<file path="config.mk">
export PLATFORM = sky130hd
export DESIGN_NAME = watchdog_timer_24bit
export DESIGN_NICKNAME = d
export VERILOG_FILES = /design/src/common/guard_pkg.sv /design/src/hdl/watchdog_timer_24bit.sv
export SDC_FILE = /design/constraint.sdc
export NUM_CORES = 1
export LEC_CHECK = 0
export ABC_AREA = 1
export BUFFER_PORTS_ARGS = -buffer_cell sky130_fd_sc_hd__buf_2
export CAP_MARGIN = 0
export CORE_MARGIN = 4
export CORE_UTILIZATION = 49
export DETAILED_ROUTE_END_ITERATION = 6
export PLACE_DENSITY = 0.8
export SLEW_MARGIN = 20
export SYNTH_ARGS = -nofsm -noshare
export SYNTH_HDL_FRONTEND = slang
export SYNTH_SLANG_ARGS = --single-unit
export TNS_END_PERCENT = 30
</file>
<file path="constraint.sdc">
create_clock -name aclk -period 1.7 [get_ports aclk]
set_clock_uncertainty 0.15 [all_clocks]
set_input_delay 0.34 -clock aclk [delete_from_list [all_inputs] [get_ports aclk]]
set_output_delay 0.34 -clock aclk [all_outputs]
set_load 0.1 [all_outputs]
</file>
<file path="src/common/guard_pkg.sv">
// ==========================================================
// shared constants of the 24-bit watchdog
package guard_pkg;
  // ==========================================================
  // widths
  localparam int CNT_W = 24;   // down counter width
  localparam int REG_W = 8;    // each register holds one byte
  localparam int DATA_W = 32;  // axi4-lite data width

  // ==========================================================
  // register word indices, byte address is four times these
  localparam logic [11:0] IDX_CTL = 12'hff0;    // guard_control_reg
  localparam logic [11:0] IDX_UPPER = 12'hff1;  // reload_upper_byte
  localparam logic [11:0] IDX_HIGH = 12'hff2;   // reload_high_byte
  localparam logic [11:0] IDX_LOW = 12'hff3;    // reload_low_byte

  // ==========================================================
  // reset values of the reload bytes
  localparam logic [7:0] UPPER_RST = 8'h00;
  localparam logic [7:0] HIGH_RST = 8'h04;
  localparam logic [7:0] LOW_RST = 8'h00;

  // ==========================================================
  // unlock keys written to the control address
  localparam logic [7:0] KEY_FIRST = 8'h55;
  localparam logic [7:0] KEY_SECOND = 8'haa;

  // ==========================================================
  // counter landmarks
  localparam logic [23:0] CNT_MAX = 24'hffffff;   // wrap value
  localparam logic [23:0] CNT_FREEZE = 24'h000002; // no refresh at/below
  localparam logic [23:0] CNT_LAST = 24'h000001;  // next tick times out

  // ==========================================================
  // status byte layout, read at the control address
  localparam int STAT_TIMEOUT_BIT = 5;
  localparam int STAT_STOP_BIT = 4;
  localparam int STAT_RUN_BIT = 0;

  // ==========================================================
  // axi responses
  localparam logic [1:0] RESP_OKAY = 2'h0;
  localparam logic [1:0] RESP_SLVERR = 2'h2;

  // ==========================================================
  // reload lock sequencer, gray along the unlock path
  typedef enum logic [2:0] {
    LK_IDLE = 3'h0,
    LK_KEY1 = 3'h1,
    LK_OPEN = 3'h3,
    LK_WANT_H = 3'h2,
    LK_WANT_L = 3'h6
  } lock_state_t;
endpackage

</file>
<file path="src/hdl/watchdog_timer_24bit.sv">
// Implementation choices: the placing of the registers and the AXI4-Lite register port.
`timescale 1ns/10ps
// Contract
// - 24-bit down counter on rc oscillator
// - once on, counts forever, never off
// - always-on option starts counting after reset
// - reload is upper, high, low concatenated
// - refresh ignored once count reached two
// - first enable loads counter from reload
// - refresh reloads counter, counting resumes
// - debug mode keeps refreshing the counter
// - zero count times out, option picks response
// - interrupt mode raises request, sets flag
// - after interrupt time-out counter wraps all-ones
// - status read clears the time-out flag
// - stop interrupt mode recovers, requests, flags
// - reset mode forces system reset, sets flag
// - stop reset mode recovers instead, both flags
// - 55h then aah unlocks, control bits unchanged
// - reload bytes in order, else relock
// - reload reads return live count bytes
module watchdog_timer_24bit #(
  parameter int ADDR_W = 14  // axi byte address width
) (
  input wire logic aclk,
  input wire logic aresetn,
  input wire logic ce,                    // freezes all state when low
  // oscillator and core side
  input wire logic osc_clk_in,            // rc oscillator, asynchronous
  input wire logic refresh_instruction,   // one-cycle pulse from cpu
  input wire logic always_on_option,      // option bit, static
  input wire logic timeout_response_option, // 1 reset, 0 interrupt
  input wire logic on_chip_debugger,      // debug mode level
  input wire logic stop_mode,             // core is in stop mode
  output logic irq_req,                   // request to irq controller
  output logic sys_reset_req,             // one-cycle reset pulse
  output logic stop_recovery,             // one-cycle recovery pulse
  // axi4-lite slave
  input wire logic [ADDR_W-1:0] s_axi_awaddr,
  input wire logic s_axi_awvalid,
  output logic s_axi_awready,
  input wire logic [guard_pkg::DATA_W-1:0] s_axi_wdata,
  input wire logic [3:0] s_axi_wstrb,
  input wire logic s_axi_wvalid,
  output logic s_axi_wready,
  output logic [1:0] s_axi_bresp,
  output logic s_axi_bvalid,
  input wire logic s_axi_bready,
  input wire logic [ADDR_W-1:0] s_axi_araddr,
  input wire logic s_axi_arvalid,
  output logic s_axi_arready,
  output logic [guard_pkg::DATA_W-1:0] s_axi_rdata,
  output logic [1:0] s_axi_rresp,
  output logic s_axi_rvalid,
  input wire logic s_axi_rready
);
  import guard_pkg::*;

  // ==========================================================
  // elaboration checks
  if (ADDR_W < 14 || ADDR_W > 32) begin : g_bad_addr
    $error("ADDR_W must lie between 14 and 32");
  end

  // word index compare against a printed register index
  function automatic logic hit(input logic [ADDR_W-1:0] a,
                               input logic [11:0] idx);
    return a[ADDR_W-1:2] == (ADDR_W-2)'(idx);
  endfunction

  // ==========================================================
  // state declarations
  logic osc_s1_q, osc_s2_q, osc_s3_q; // oscillator synchroniser
  logic tick;                         // one rising osc edge seen
  logic en_q;                         // watchdog running
  logic ao_arm_q;                     // first cycle after reset
  logic [CNT_W-1:0] count_q;          // live down counter
  logic [7:0] upper_q, high_q, low_q; // stored reload bytes
  logic [CNT_W-1:0] reload_val;       // concatenated reload
  lock_state_t lock_q;                // unlock sequencer
  logic to_flag_q, stop_flag_q;       // sticky status bits
  logic irq_q, sys_reset_q, stop_rec_q;
  logic start_now, load_now, timeout_now;
  // write channel holding
  logic aw_full_q, w_full_q;
  logic [ADDR_W-1:0] awaddr_q;
  logic [7:0] wbyte_q;
  logic wlane_q;
  logic bvalid_q;
  logic [1:0] bresp_q;
  logic wr_fire, wr_ctl, wr_up, wr_hi, wr_lo, wr_map;
  // read channel
  logic rvalid_q;
  logic [DATA_W-1:0] rdata_q;
  logic [1:0] rresp_q;
  logic rd_fire, rd_ctl;

  // ==========================================================
  // oscillator crossing
  // two flops before anything looks at the rc clock; the third
  // flop only serves the edge detector
  always_ff @(posedge aclk) begin
    if (!aresetn) begin
      osc_s1_q <= 1'b0;
      osc_s2_q <= 1'b0;
      osc_s3_q <= 1'b0;
    end else if (ce) begin
      osc_s1_q <= osc_clk_in;
      osc_s2_q <= osc_s1_q;
      osc_s3_q <= osc_s2_q;
    end
  end

  assign tick = osc_s2_q & ~osc_s3_q;

  // ==========================================================
  // counter control terms
  assign reload_val = {upper_q, high_q, low_q};
  assign start_now = refresh_instruction | (ao_arm_q & always_on_option);

  always_comb begin
    load_now = 1'b0;
    if (!en_q) begin
      load_now = start_now;
    end else if (on_chip_debugger) begin
      load_now = 1'b1;
    end else if (refresh_instruction && count_q > CNT_FREEZE) begin
      load_now = 1'b1;
    end
  end

  // zero is reached on the tick that leaves the last count
  assign timeout_now = ce & en_q & tick & ~load_now &
                       (count_q == CNT_LAST);

  // ==========================================================
  // always-on capture, taken on the first cycle after release
  always_ff @(posedge aclk) begin
    if (!aresetn) begin
      ao_arm_q <= 1'b1;
    end else if (ce) begin
      ao_arm_q <= 1'b0;
    end
  end

  // ==========================================================
  // run state: nothing can clear it except reset
  always_ff @(posedge aclk) begin
    if (!aresetn) begin
      en_q <= 1'b0;
    end else if (ce && start_now) begin
      en_q <= 1'b1;
    end
  end

  // ==========================================================
  // down counter
  // plain decrement wraps 0 to all-ones, so interrupt mode
  // rolls over instead of reloading
  always_ff @(posedge aclk) begin
    if (!aresetn) begin
      count_q <= '0;
    end else if (ce) begin
      if (load_now) begin
        count_q <= reload_val;
      end else if (en_q && tick) begin
        count_q <= count_q - CNT_LAST;
      end
    end
  end

  // ==========================================================
  // time-out responses, one-cycle pulses
  always_ff @(posedge aclk) begin
    if (!aresetn) begin
      sys_reset_q <= 1'b0;
      stop_rec_q <= 1'b0;
    end else if (ce) begin
      // stop mode swaps the reset for a recovery
      sys_reset_q <= timeout_now & timeout_response_option &
                     ~stop_mode;
      stop_rec_q <= timeout_now & stop_mode;
    end
  end

  // ==========================================================
  // sticky status flags; a time-out beats a clearing read
  always_ff @(posedge aclk) begin
    if (!aresetn) begin
      to_flag_q <= 1'b0;
      stop_flag_q <= 1'b0;
    end else if (ce) begin
      if (timeout_now) begin
        to_flag_q <= 1'b1;
      end else if (rd_ctl) begin
        to_flag_q <= 1'b0;
      end
      if (timeout_now && stop_mode) begin
        stop_flag_q <= 1'b1;
      end else if (rd_ctl) begin
        stop_flag_q <= 1'b0;
      end
    end
  end

  // ==========================================================
  // interrupt request level, dropped by the status read
  always_ff @(posedge aclk) begin
    if (!aresetn) begin
      irq_q <= 1'b0;
    end else if (ce) begin
      if (timeout_now && !timeout_response_option) begin
        irq_q <= 1'b1;
      end else if (rd_ctl) begin
        irq_q <= 1'b0;
      end
    end
  end

  assign irq_req = irq_q;
  assign sys_reset_req = sys_reset_q;
  assign stop_recovery = stop_rec_q;

  // ==========================================================
  // axi write channels, address and data taken in any order
  assign s_axi_awready = ce & ~aw_full_q;
  assign s_axi_wready = ce & ~w_full_q;
  assign wr_fire = ce & aw_full_q & w_full_q & ~bvalid_q;

  always_ff @(posedge aclk) begin
    if (!aresetn) begin
      aw_full_q <= 1'b0;
      awaddr_q <= '0;
    end else if (ce) begin
      if (s_axi_awvalid && !aw_full_q) begin
        aw_full_q <= 1'b1;
        awaddr_q <= s_axi_awaddr;
      end else if (wr_fire) begin
        aw_full_q <= 1'b0;
      end
    end
  end

  always_ff @(posedge aclk) begin
    if (!aresetn) begin
      w_full_q <= 1'b0;
      wbyte_q <= '0;
      wlane_q <= 1'b0;
    end else if (ce) begin
      if (s_axi_wvalid && !w_full_q) begin
        w_full_q <= 1'b1;
        wbyte_q <= s_axi_wdata[7:0];
        wlane_q <= s_axi_wstrb[0];
      end else if (wr_fire) begin
        w_full_q <= 1'b0;
      end
    end
  end

  // write decode
  assign wr_ctl = hit(awaddr_q, IDX_CTL);
  assign wr_up = hit(awaddr_q, IDX_UPPER);
  assign wr_hi = hit(awaddr_q, IDX_HIGH);
  assign wr_lo = hit(awaddr_q, IDX_LOW);
  assign wr_map = wr_ctl | wr_up | wr_hi | wr_lo;

  // write response, unmapped answers slverr
  always_ff @(posedge aclk) begin
    if (!aresetn) begin
      bvalid_q <= 1'b0;
      bresp_q <= RESP_OKAY;
    end else if (ce) begin
      if (wr_fire) begin
        bvalid_q <= 1'b1;
        bresp_q <= wr_map ? RESP_OKAY : RESP_SLVERR;
      end else if (s_axi_bready) begin
        bvalid_q <= 1'b0;
      end
    end
  end

  assign s_axi_bvalid = bvalid_q;
  assign s_axi_bresp = bresp_q;

  // ==========================================================
  // unlock sequencer
  // every write counts as a step; a write without lane 0 is a
  // wrong step, so it relocks too
  always_ff @(posedge aclk) begin
    if (!aresetn) begin
      lock_q <= LK_IDLE;
    end else if (wr_fire) begin
      lock_q <= LK_IDLE;
      unique case (lock_q)
        LK_IDLE: begin
          if (wr_ctl && wlane_q && wbyte_q == KEY_FIRST) begin
            lock_q <= LK_KEY1;
          end
        end
        LK_KEY1: begin
          if (wr_ctl && wlane_q && wbyte_q == KEY_SECOND) begin
            lock_q <= LK_OPEN;
          end
        end
        LK_OPEN: begin
          if (wr_up && wlane_q) begin
            lock_q <= LK_WANT_H;
          end
        end
        LK_WANT_H: begin
          if (wr_hi && wlane_q) begin
            lock_q <= LK_WANT_L;
          end
        end
        LK_WANT_L: begin
          lock_q <= LK_IDLE;
        end
        default: begin
          lock_q <= LK_IDLE;
        end
      endcase
    end
  end

  // ==========================================================
  // reload bytes, only accepted at their turn in the sequence
  always_ff @(posedge aclk) begin
    if (!aresetn) begin
      upper_q <= UPPER_RST;
      high_q <= HIGH_RST;
      low_q <= LOW_RST;
    end else if (wr_fire && wlane_q) begin
      if (lock_q == LK_OPEN && wr_up) begin
        upper_q <= wbyte_q;
      end
      if (lock_q == LK_WANT_H && wr_hi) begin
        high_q <= wbyte_q;
      end
      if (lock_q == LK_WANT_L && wr_lo) begin
        low_q <= wbyte_q;
      end
    end
  end

  // ==========================================================
  // axi read channel, one read under way at a time
  assign s_axi_arready = ce & ~rvalid_q;
  assign rd_fire = s_axi_arvalid & s_axi_arready;
  assign rd_ctl = rd_fire & hit(s_axi_araddr, IDX_CTL);

  always_ff @(posedge aclk) begin
    if (!aresetn) begin
      rvalid_q <= 1'b0;
      rdata_q <= '0;
      rresp_q <= RESP_OKAY;
    end else if (ce) begin
      if (rd_fire) begin
        rvalid_q <= 1'b1;
        rresp_q <= RESP_OKAY;
        rdata_q <= '0;
        // reload addresses show the live count bytes
        if (rd_ctl) begin
          rdata_q[STAT_TIMEOUT_BIT] <= to_flag_q;
          rdata_q[STAT_STOP_BIT] <= stop_flag_q;
          rdata_q[STAT_RUN_BIT] <= en_q;
        end else if (hit(s_axi_araddr, IDX_UPPER)) begin
          rdata_q[7:0] <= count_q[23:16];
        end else if (hit(s_axi_araddr, IDX_HIGH)) begin
          rdata_q[7:0] <= count_q[15:8];
        end else if (hit(s_axi_araddr, IDX_LOW)) begin
          rdata_q[7:0] <= count_q[7:0];
        end else begin
          rresp_q <= RESP_SLVERR;
        end
      end else if (s_axi_rready) begin
        rvalid_q <= 1'b0;
      end
    end
  end

  assign s_axi_rvalid = rvalid_q;
  assign s_axi_rdata = rdata_q;
  assign s_axi_rresp = rresp_q;
endmodule

</file>
After elaboration in Yosys (flattened, before gate mapping)

Cells that the tools add are included.

Bits in registers: 100
Input bits: 78
Logic and storage cells: 146

$add $sub $neg: 1
Bitwise operators: 28
Reductions and logical operators: 43
Multiplexer cells: 33
$lt $le $gt $ge: 1
Equal/unequal tests: 15

Operators with widths:

| kind                                                           | count |
|---|---|
| == test 12 bit, second input constant                          | 8 |
| 2-to-1 mux 24 bit                                              | 2 |
| AND reduction 2 bit                                            | 15 |
| == test 24 x 1 -> 1 bit, second input constant                 | 1 |
| greater-than comparator 24 x 2 -> 1 bit, second input constant | 1 |
| 2-to-1 mux 8 bit                                               | 3 |
| subtractor 24 x 1 -> 24 bit, second input constant             | 1 |
| 2-to-1 mux 2 bit                                               | 9 |
| AND 1 bit                                                      | 17 |
| logical AND 1 bit                                              | 16 |
| 2-to-1 mux 1 bit                                               | 16 |
| nonzero test 2 bit                                             | 8 |
| case mux 3 bit (4 select lines)                                | 1 |
| == test 8 x 7 -> 1 bit, second input constant                  | 1 |
| == test 8 bit, second input constant                           | 1 |
| NOT 1 bit                                                      | 7 |
| == test 3 x 2 -> 1 bit, second input constant                  | 2 |
| 2-to-1 mux 3 bit                                               | 2 |
| bitwise OR 1 bit                                               | 4 |
| == test 3 x 1 -> 1 bit, second input constant                  | 1 |
| == test 3 bit, second input constant                           | 1 |
| zero test 1 bit                                                | 3 |
| zero test 3 bit                                                | 1 |

Logic depth before layout (Yosys ltp)

Gate-level depths: netlist of the first run.

Depth after elaboration: 11
Depth in mapped cells: 14
Mapped depth without buffers: 13

Worst setup path after synthesis of the first run

OpenSTA, ideal clock, no wires.

Kind: register -> register
From: register rvalid_q, in the netlist s_axi_rvalid
To: register rdata_q[4], in the netlist s_axi_rdata[4]
Library setup time: 71 ps
Arrival time: 3013 ps
Cell stages (with the launch flop): 7
Setup slack: -1534 ps
Path through: dfxtp_1 -> nor2_1 -> nand2_1 -> clkbuf_1 -> nor2_1 -> o211ai_1 -> a21oi_1

Longest elaborated chain between the ends: 5
Elaborated cells on any way between the ends: 6

RTL lines:

| item                           | RTL line                    | text |
|---|---|---|
| start: declaration             | watchdog_timer_24bit.sv:93  | `logic rvalid_q;` |
| start signal: assignment       | watchdog_timer_24bit.sv:353 | `rvalid_q <= 1'b0;` |
| start signal: assignment       | watchdog_timer_24bit.sv:358 | `rvalid_q <= 1'b1;` |
| start signal: assignment       | watchdog_timer_24bit.sv:376 | `rvalid_q <= 1'b0;` |
| NOT 1 bit (*)                  | watchdog_timer_24bit.sv:347 | `assign s_axi_arready = ce & ~rvalid_q;` |
| AND 1 bit (*)                  | watchdog_timer_24bit.sv:347 |  |
| net s_axi_arready              | watchdog_timer_24bit.sv:51  | `output logic s_axi_arready,` |
| AND 1 bit (*)                  | watchdog_timer_24bit.sv:348 | `assign rd_fire = s_axi_arvalid & s_axi_arready;` |
| AND 1 bit                      | watchdog_timer_24bit.sv:349 | `assign rd_ctl = rd_fire & hit(s_axi_araddr, IDX_CTL);` |
| 2-to-1 mux 2 bit               | watchdog_timer_24bit.sv:362 | `if (rd_ctl) begin` |
| end signal: indexed assignment | watchdog_timer_24bit.sv:363 | `rdata_q[STAT_TIMEOUT_BIT] <= to_flag_q;` |
| end signal: indexed assignment | watchdog_timer_24bit.sv:364 | `rdata_q[STAT_STOP_BIT] <= stop_flag_q;` |
| end signal: indexed assignment | watchdog_timer_24bit.sv:365 | `rdata_q[STAT_RUN_BIT] <= en_q;` |
| end: declaration               | watchdog_timer_24bit.sv:94  | `logic [DATA_W-1:0] rdata_q;` |

The timed path passes the listed nets; every way through them passes the cells marked *.
A chain may end at the register's enable or synchronous reset.

Worst setup path in the final report of the first run

From: register count_q[0]
To: register count_q[14]

Longest elaborated chain between the ends: 7
Elaborated cells on any way between the ends: 10

RTL lines:

| item                                    | RTL line                    | text |
|---|---|---|
| start: declaration                      | watchdog_timer_24bit.sv:77  | `logic [CNT_W-1:0] count_q;` |
| start signal: assignment                | watchdog_timer_24bit.sv:165 | `count_q <= reload_val;` |
| start signal: assignment                | watchdog_timer_24bit.sv:167 | `count_q <= count_q - CNT_LAST;` |
| greater-than comparator 24 x 2 -> 1 bit | watchdog_timer_24bit.sv:127 | `end else if (refresh_instruction && count_q > CNT_FREEZE) begin` |
| logical AND 1 bit                       | watchdog_timer_24bit.sv:127 |  |
| 2-to-1 mux 1 bit                        | watchdog_timer_24bit.sv:127 |  |
| 2-to-1 mux 1 bit                        | watchdog_timer_24bit.sv:125 | `end else if (on_chip_debugger) begin` |
| 2-to-1 mux 1 bit                        | watchdog_timer_24bit.sv:123 | `if (!en_q) begin` |
| nonzero test 2 bit (no line)            | -                           |  |
| AND reduction 2 bit (no line)           | -                           |  |

Several ways; a longest one is shown, not always the timed one. The select of a mux whose other input is x is not followed.

==> results of run 1 <==
## Yosys cell counts, types with 3 or more instances
| master | count |
|---|---|
| sky130_fd_sc_hd__dfxtp_1 | 96 |
| sky130_fd_sc_hd__xnor2_1 | 10 |
| sky130_fd_sc_hd__nor2_1 | 110 |
| sky130_fd_sc_hd__nand4_1 | 12 |
| sky130_fd_sc_hd__buf_2 | 3 |
| sky130_fd_sc_hd__nor2_2 | 9 |
| sky130_fd_sc_hd__xor2_1 | 7 |
| sky130_fd_sc_hd__nand3_1 | 32 |
| sky130_fd_sc_hd__o21ai_1 | 25 |
| sky130_fd_sc_hd__o211ai_1 | 3 |
| sky130_fd_sc_hd__nor4_1 | 5 |
| sky130_fd_sc_hd__o21ai_0 | 41 |
| sky130_fd_sc_hd__nor3_1 | 11 |
| sky130_fd_sc_hd__nand2_2 | 5 |
| sky130_fd_sc_hd__nand2_1 | 192 |
| sky130_fd_sc_hd__clkbuf_1 | 13 |
| sky130_fd_sc_hd__inv_1 | 47 |
| sky130_fd_sc_hd__nand3b_1 | 3 |
| sky130_fd_sc_hd__buf_4 | 27 |
| sky130_fd_sc_hd__a21oi_1 | 62 |
| sky130_fd_sc_hd__ha_1 | 3 |
| sky130_fd_sc_hd__buf_6 | 8 |
| sky130_fd_sc_hd__inv_2 | 5 |
| sky130_fd_sc_hd__and3_1 | 3 |
## cell type report
cell class	count	area (um2)	share of cell area, %
sequential	96	1930	28.9
multi-input combinational	576	2950	44.1
inverter	53	201	3.01
clock buffer	9	124	1.85
clock inverter	7	65.1	0.972
timing repair buffer	160	1250	18.7
tap	133	166	2.49
## what timing repair did
item | CTS | global route
endpoints found under the hold margin | 0 | 0
setup buffers | 1 | 1
cloned | 1 | 5
pin swaps | 3 | 15
resized for setup | 14 | 54
endpoints found under the setup margin | 38 | 56
## power by group
group          total [mW]  switching (mW)  internal, mW
logic                1.72            1.08         0.632
registers            2.41          0.0745          2.34
clock network        1.46           0.900         0.564
total                5.59            2.06          3.54
## worst max-delay path, cell delays in order (launching register included)
cell	delay, ps
sky130_fd_sc_hd__dfxtp_2	330
sky130_fd_sc_hd__inv_2	70
sky130_fd_sc_hd__ha_4	130
sky130_fd_sc_hd__inv_2	30
sky130_fd_sc_hd__nand2_2	40
sky130_fd_sc_hd__nand2_2	60
sky130_fd_sc_hd__nor2_4	110
sky130_fd_sc_hd__nand3_4	100
sky130_fd_sc_hd__nand2_4	130
sky130_fd_sc_hd__nand2_8	100
sky130_fd_sc_hd__nand2_8	100
sky130_fd_sc_hd__nand2_8	70
sky130_fd_sc_hd__clkbuf_16	180
sky130_fd_sc_hd__o21ai_2	140
sky130_fd_sc_hd__nor2_1	60
## cell families after synthesis
family,count (synthesis),share of synthesized area [%]
simple gates,394,33.6
xor+xnor,17,2.93
compound gates,135,13.9
fa+ha+maj,3,0.740
flops,96,37.9
other cells,1,0.0739
buf+inv,104,10.9
## routing by layer
layer / global-route usage, % / part of all wire [%] / vias to the layer above
met5: 0 / 0 / -
li1: - / - / 2671
met2: 38.0 / 49 / 256
met4: 8.82 / 2.8 / 0
met3: 3.93 / 9.3 / 40
met1: 28.7 / 39 / 2393
## cells in the final DEF (no fill, tap or decap), types with 12 or more instances in the layout
cell                        n
sky130_fd_sc_hd__nand4_1   12
sky130_fd_sc_hd__o21ai_1   17
sky130_fd_sc_hd__a21oi_1   62
sky130_fd_sc_hd__o21ai_0   32
sky130_fd_sc_hd__buf_2     61
sky130_fd_sc_hd__nand3_1   32
sky130_fd_sc_hd__dfxtp_1   89
sky130_fd_sc_hd__nor2_1   102
sky130_fd_sc_hd__conb_1    26
sky130_fd_sc_hd__nor2_2    12
sky130_fd_sc_hd__o21ai_2   16
sky130_fd_sc_hd__nand2_2   15
sky130_fd_sc_hd__buf_4     83
sky130_fd_sc_hd__nand2_1  180
sky130_fd_sc_hd__inv_1     42
## worst max-delay path by stage
stage	from	endpoint	slack, ps	cells past startpoint
2_1_floorplan	s_axi_rvalid	s_axi_rdata[4]	-160	6
3_3_place_gp	count_q[0]	count_q[4]	-100	13
3_5_place_dp	count_q[0]	count_q[11]	-150	13
4_1_cts	count_q[0]	count_q[1]	-150	14
5_1_grt	count_q[7]	count_q[14]	-290	11
6_report	count_q[0]	count_q[14]	-210	14
## metrics by stage
step	worst slack, ps	hold slack (ps)	std cells
6_report	-210	37.0	1034
5_1_grt	-289	46.4	1034
4_1_cts	-154	38.8	1028
3_5_place_dp	-149	287	1010
3_3_place_gp	-99.7	280	1010
2_1_floorplan	-155	269	775
## flip-flops by register name, indices dropped and copies added (netlist names), 3 cells and up
signal and flops:
upper_q 8, awaddr_q 12, count_q 24, high_q 8
low_q 8, s_axi_rdata 8, lock_q 3, wbyte_q 8
==> flow_metrics.env, run 1 <==
export IMPL_fin_tns_setup_ps=-3980
export IMPL_number_of_antenna_violations_at_the_first_check_in_global_routing=0
export IMPL_hold_path_startpoint="osc_clk_in"
export IMPL_layout_worst_path_cycle_share_pct=112
export IMPL_io_buffer_count=64
export IMPL_placedInstanceArea_mm2=0.00614
export IMPL_synth_edf_count=0
export IMPL_detailed_place_hpwl_mm=9.88
export IMPL_starting_utilization_of_the_core_area_pct=51.2
export IMPL_synth_warning_count=0
export IMPL_die_height_um=110
export IMPL_global_route_usage_total_pct=22.6
export IMPL_path_class="reg2reg"
export IMPL_clk_latency_ps=380
export IMPL_share_of_synthesized_area_occupied_by_flip_flops_and_latches_pct=37.9
export IMPL_clkSinkCount=96
export IMPL_worstPathRequired_ps=1830
export IMPL_count_of_endpoints_failing_hold_in_the_final_timing_report=0
export IMPL_row_count=36
export IMPL_die_area_mm2=0.0121
export IMPL_wl_per_cell_um=14.3
export IMPL_result_of_the_run="complete, but fails checks"
export IMPL_largest_net_degree_at_the_start_of_global_routing=43
export IMPL_placeable_core_region_mm2=0.00991
export IMPL_netlist_instances=750
export IMPL_cts_htree_levels=3
export IMPL_route_detailed_vias_per_inst=5.18
export IMPL_fin_crit_ps=1910
export IMPL_route_antenna_remaining_nets=0
export IMPL_grt_setup_unrepaired="yes"
export IMPL_setup_viol_count_final=31
export IMPL_place_gp_congestion=0.946
export IMPL_via_count=5360
export IMPL_drt_pass1_iter_count=5
export IMPL_floorplan_io_pins=122
export IMPL_worstPathMaxFanout=6
export IMPL_start_kind="register"
export IMPL_first_pass_grt_wire_length_mm=21.5
export IMPL_violations="setup timing"
export IMPL_hold_path_class="in2reg"
export IMPL_yosys_top_cells_area="sky130_fd_sc_hd__dfxtp_1, sky130_fd_sc_hd__nand2_1, sky130_fd_sc_hd__nor2_1"
export IMPL_min_delay_worst_endpoint="osc_s1_q"
export IMPL_number_of_buffers_added_by_the_clock_tree_synthesis_step=9
export IMPL_hold_buffers=0
export IMPL_cts_root_buffer_cell="sky130_fd_sc_hd__clkbuf_8"
export IMPL_avgSynthCellArea_um2=6.77
export IMPL_cap_viol_max_count=0
export IMPL_postLayoutSetupSlackWorst_ps=-210
export IMPL_post_synth_top_area_cell="sky130_fd_sc_hd__dfxtp_1"
export IMPL_power_total_mw=5.59
export IMPL_worstRegToRegCells=14
export IMPL_first_global_vias=4668
export IMPL_core_utilization_of_the_finished_layout_pct=67.5
export IMPL_detailedRoute_firstIterationViolations=382
export IMPL_power_density_mw_per_mm2=836
export IMPL_wl_mm=14.7
export IMPL_final_area_mm2=0.00669
export IMPL_tritoncts="yes"
export IMPL_number_of_cells_on_the_worst_hold_path=3
export IMPL_n_fill_cell=820
export IMPL_postSynthRegisterBits=96
export IMPL_gr_total_overflow=0
export IMPL_maxSlewViolCount=0
export IMPL_worst_ep_arrival_time_ps=2040
export IMPL_design_final_nets=977
export IMPL_synth_largest_type_area_fraction_pct=37.9
export IMPL_max_vdd_ir_drop_v=0.000559
export IMPL_cellLeakagePower_nw=2.97
export IMPL_die_w_um=110
export IMPL_drt_drc_violations_left=0
export IMPL_post_route_cells_drive_above_1_share_pct=29.1
export IMPL_timing_rr_end="count_q[14]"
export IMPL_synthArstFlopShare_pct=0
export IMPL_worstSetupEndpointType="register"
export IMPL_ys_dominant_reg_cell="sky130_fd_sc_hd__dfxtp_1"
export IMPL_synth_lib_cells_used_distinct=39
export IMPL_clock_pin_slew_reported_for_the_worst_setup_and_hold_paths_after_clock_tree_synthesis_ps=100
export IMPL_area_growth_syn_to_layout_pct=31.8
export IMPL_critical_path_reg2reg_startpoint="count_q[0]"
export IMPL_antenna_cells_inserted=0
export IMPL_reg2reg_slack_ps=-210
export IMPL_max_clock_freq_mhz=523
export IMPL_max_clock_path_buffers=2
export IMPL_synth_cell_area_mm2=0.00508
No activity file was read; power rests on OpenSTA's default activity.
==> run 2: changes to the inputs <==
PLACE_DENSITY = 0.74   (was 0.8)
==> flow_metrics.env, run 2 (synthesis gave the netlist of run 1 again) <==
export IMPL_pwr_share_clk_pct=29.4
export IMPL_start_kind="register"
export IMPL_cell_internal_pwr_mw=3.75
export IMPL_hold_path_class="in2reg"
export IMPL_count_of_endpoints_failing_hold_in_the_final_timing_report=0
export IMPL_die_height_um=110
export IMPL_fin_crit_ps=1840
export IMPL_postLayoutSetupSlackWorst_ps=-143
export IMPL_core_utilization_of_the_finished_layout_pct=66.8
export IMPL_violations="setup timing"
export IMPL_route_detailed_vias_per_inst=5.20
export IMPL_setup_viol_count_final=32
export IMPL_place_gp_congestion=0.997
export IMPL_path_class="reg2reg"
export IMPL_cts_root_buffer_cell="sky130_fd_sc_hd__clkbuf_8"
export IMPL_first_pass_grt_wire_length_mm=22.2
export IMPL_route_antenna_remaining_nets=0
export IMPL_power_dissipated_by_switching_net_loads_mw=1.95
export IMPL_grt_setup_unrepaired="yes"
export IMPL_biggest_cell_delay_along_the_critical_path_ps=330
export IMPL_power_frac_comb_pct=28.2
export IMPL_global_route_usage_total_pct=23.2
export IMPL_wl_mm=14.5
export IMPL_antenna_cells_inserted=0
export IMPL_gr_total_overflow=0
export IMPL_layout_cells_most_common="sky130_fd_sc_hd__nand2_1"
export IMPL_netSwitchingFraction_pct=34.2
export IMPL_cts_htree_levels=3
export IMPL_die_area_mm2=0.0121
export IMPL_detailedRoute_firstIterationViolations=389
export IMPL_placedInstanceArea_mm2=0.00607
export IMPL_max_clock_path_buffers=2
export IMPL_largest_net_degree_at_the_start_of_global_routing=61
export IMPL_critical_path_cell_by_cell="inv_2, ha_4, inv_2, nand2_2, nand2_2, nor2_4, nand3_4, nand2_4, nand2_4, nand2_4, nand2_8, clkbuf_16, o21ai_1, nor2_1"
export IMPL_worstPathMaxFanout=6
export IMPL_multiInputGateArea_mm2=0.00297
export IMPL_first_global_vias=4894
export IMPL_placedCellCount=1004
export IMPL_detailed_place_hpwl_mm=10.2
export IMPL_seqPwrFrac_pct=42.4
export IMPL_row_count=36
export IMPL_fin_tns_setup_ps=-2690
export IMPL_via_count=5331
export IMPL_number_of_antenna_violations_at_the_first_check_in_global_routing=0
export IMPL_largest_register_ffs=24
export IMPL_seq_area_mm2=0.00194
export IMPL_drt_drc_violations_left=0
export IMPL_cellLeakagePower_nw=2.94
export IMPL_max_vdd_ir_drop_v=0.000526
export IMPL_die_w_um=110
export IMPL_cap_viol_max_count=0
export IMPL_path_common_cell="sky130_fd_sc_hd__nand2_4"
export IMPL_worstSetupEndpointType="register"
export IMPL_floorplan_io_pins=122
export IMPL_worst_ep_arrival_time_ps=1960
export IMPL_tritoncts="yes"
export IMPL_area_growth_syn_to_layout_pct=30.4
export IMPL_number_of_buffers_added_by_the_clock_tree_synthesis_step=9
export IMPL_reg2reg_slack_ps=-140
export IMPL_clk_latency_ps=370
export IMPL_maxSlewViolCount=0
export IMPL_layout_worst_path_cycle_share_pct=108
export IMPL_worstPathRequired_ps=1820
export IMPL_io_buffer_count=64
export IMPL_final_cell_mix="sky130_fd_sc_hd__nand2_1, sky130_fd_sc_hd__nor2_1, sky130_fd_sc_hd__dfxtp_1"
export IMPL_critPathBufInv=3
export IMPL_hold_buffers=0
export IMPL_result_of_the_run="complete, but fails checks"
export IMPL_clock_pin_slew_reported_for_the_worst_setup_and_hold_paths_after_clock_tree_synthesis_ps=90
export IMPL_drt_pass1_iter_count=5
export IMPL_clkSinkCount=96
export IMPL_starting_utilization_of_the_core_area_pct=51.2
export IMPL_crit_family="simple AND/OR/NAND/NOR gates"
export IMPL_max_clock_freq_mhz=543
export IMPL_post_route_cells_drive_above_1_share_pct=29.5
export IMPL_wl_per_cell_um=14.1
export IMPL_placeable_core_region_mm2=0.00991
export IMPL_n_fill_cell=843
export IMPL_final_area_mm2=0.00662
export IMPL_max_flop_register="count_q"
export IMPL_design_final_nets=968
export IMPL_power_density_mw_per_mm2=861
export IMPL_fin_hold_ws_ps=51.1
export IMPL_reg_top3="count_q (24), awaddr_q (12)"
export IMPL_final_cell_count_no_fill=1025
export IMPL_critical_path_slowest_cell="sky130_fd_sc_hd__dfxtp_2"
==> run 2: worst min-delay path: cells and delay by family <==
family | cells | cell delay [ps]
AND/OR/NAND/NOR | 2 | 110
buffers and inverters | 1 | 80
==> run 2: power groups by stage <==
stage / combinational, mW / sequential [mW] / clock (mW)
after floorplan: 0.988 / 2.49 / 0
after global placement: 1.43 / 2.46 / 0
after detailed placement: 1.46 / 2.46 / 0
after CTS: 1.49 / 2.41 / 1.69
after global routing: 1.74 / 2.43 / 1.78
final: 1.61 / 2.42 / 1.67
==> run 2: path summary, 6_finish.rpt <==
| kind | depth (start not counted) | from | endpoint |
|---|---|---|---|
| max | 14 | count_q[0] | count_q[4] |
| min | 3 | osc_clk_in | osc_s1_q |
| max reg2reg | 14 | count_q[0] | count_q[4] |
| min reg2reg | 2 | awaddr_q[6] | awaddr_q[6] |
==> run 2: what timing repair did <==
action                     CTS  global route
resized for setup           17            68
setup buffers                0             1
gates cloned                 0             4
setup endpoints to repair   43            53
pin swaps                    0             6
==> run 2: layout make-up <==
cell class                 count  area share, %
tap                          133           2.51
clock buffer                  11           1.99
inverter                      53           3.04
sequential                    96           29.3
timing repair buffer         151           17.1
clock inverter                 5           1.23
multi-input combinational    576           44.8
==> run 2: metal layers <==
metal  share of wire, %  global-route usage (%)  wire, um  up-vias
met5                  0                       0         0        -
met4                3.9                    9.44       568        0
met3                6.5                    3.76       940       50
met2                 48                    38.6      6860      223
met1                 42                    29.9      6080     2408
li1                   -                       -         -     2650
==> run 2: per-stage QoR <==
stage / power [mW] / worst slack, ps
after floorplan: 3.48 / -155
after global placement: 3.89 / -122
after detailed placement: 3.92 / -164
after CTS: 5.59 / -121
after global routing: 5.95 / -230
final: 5.70 / -143
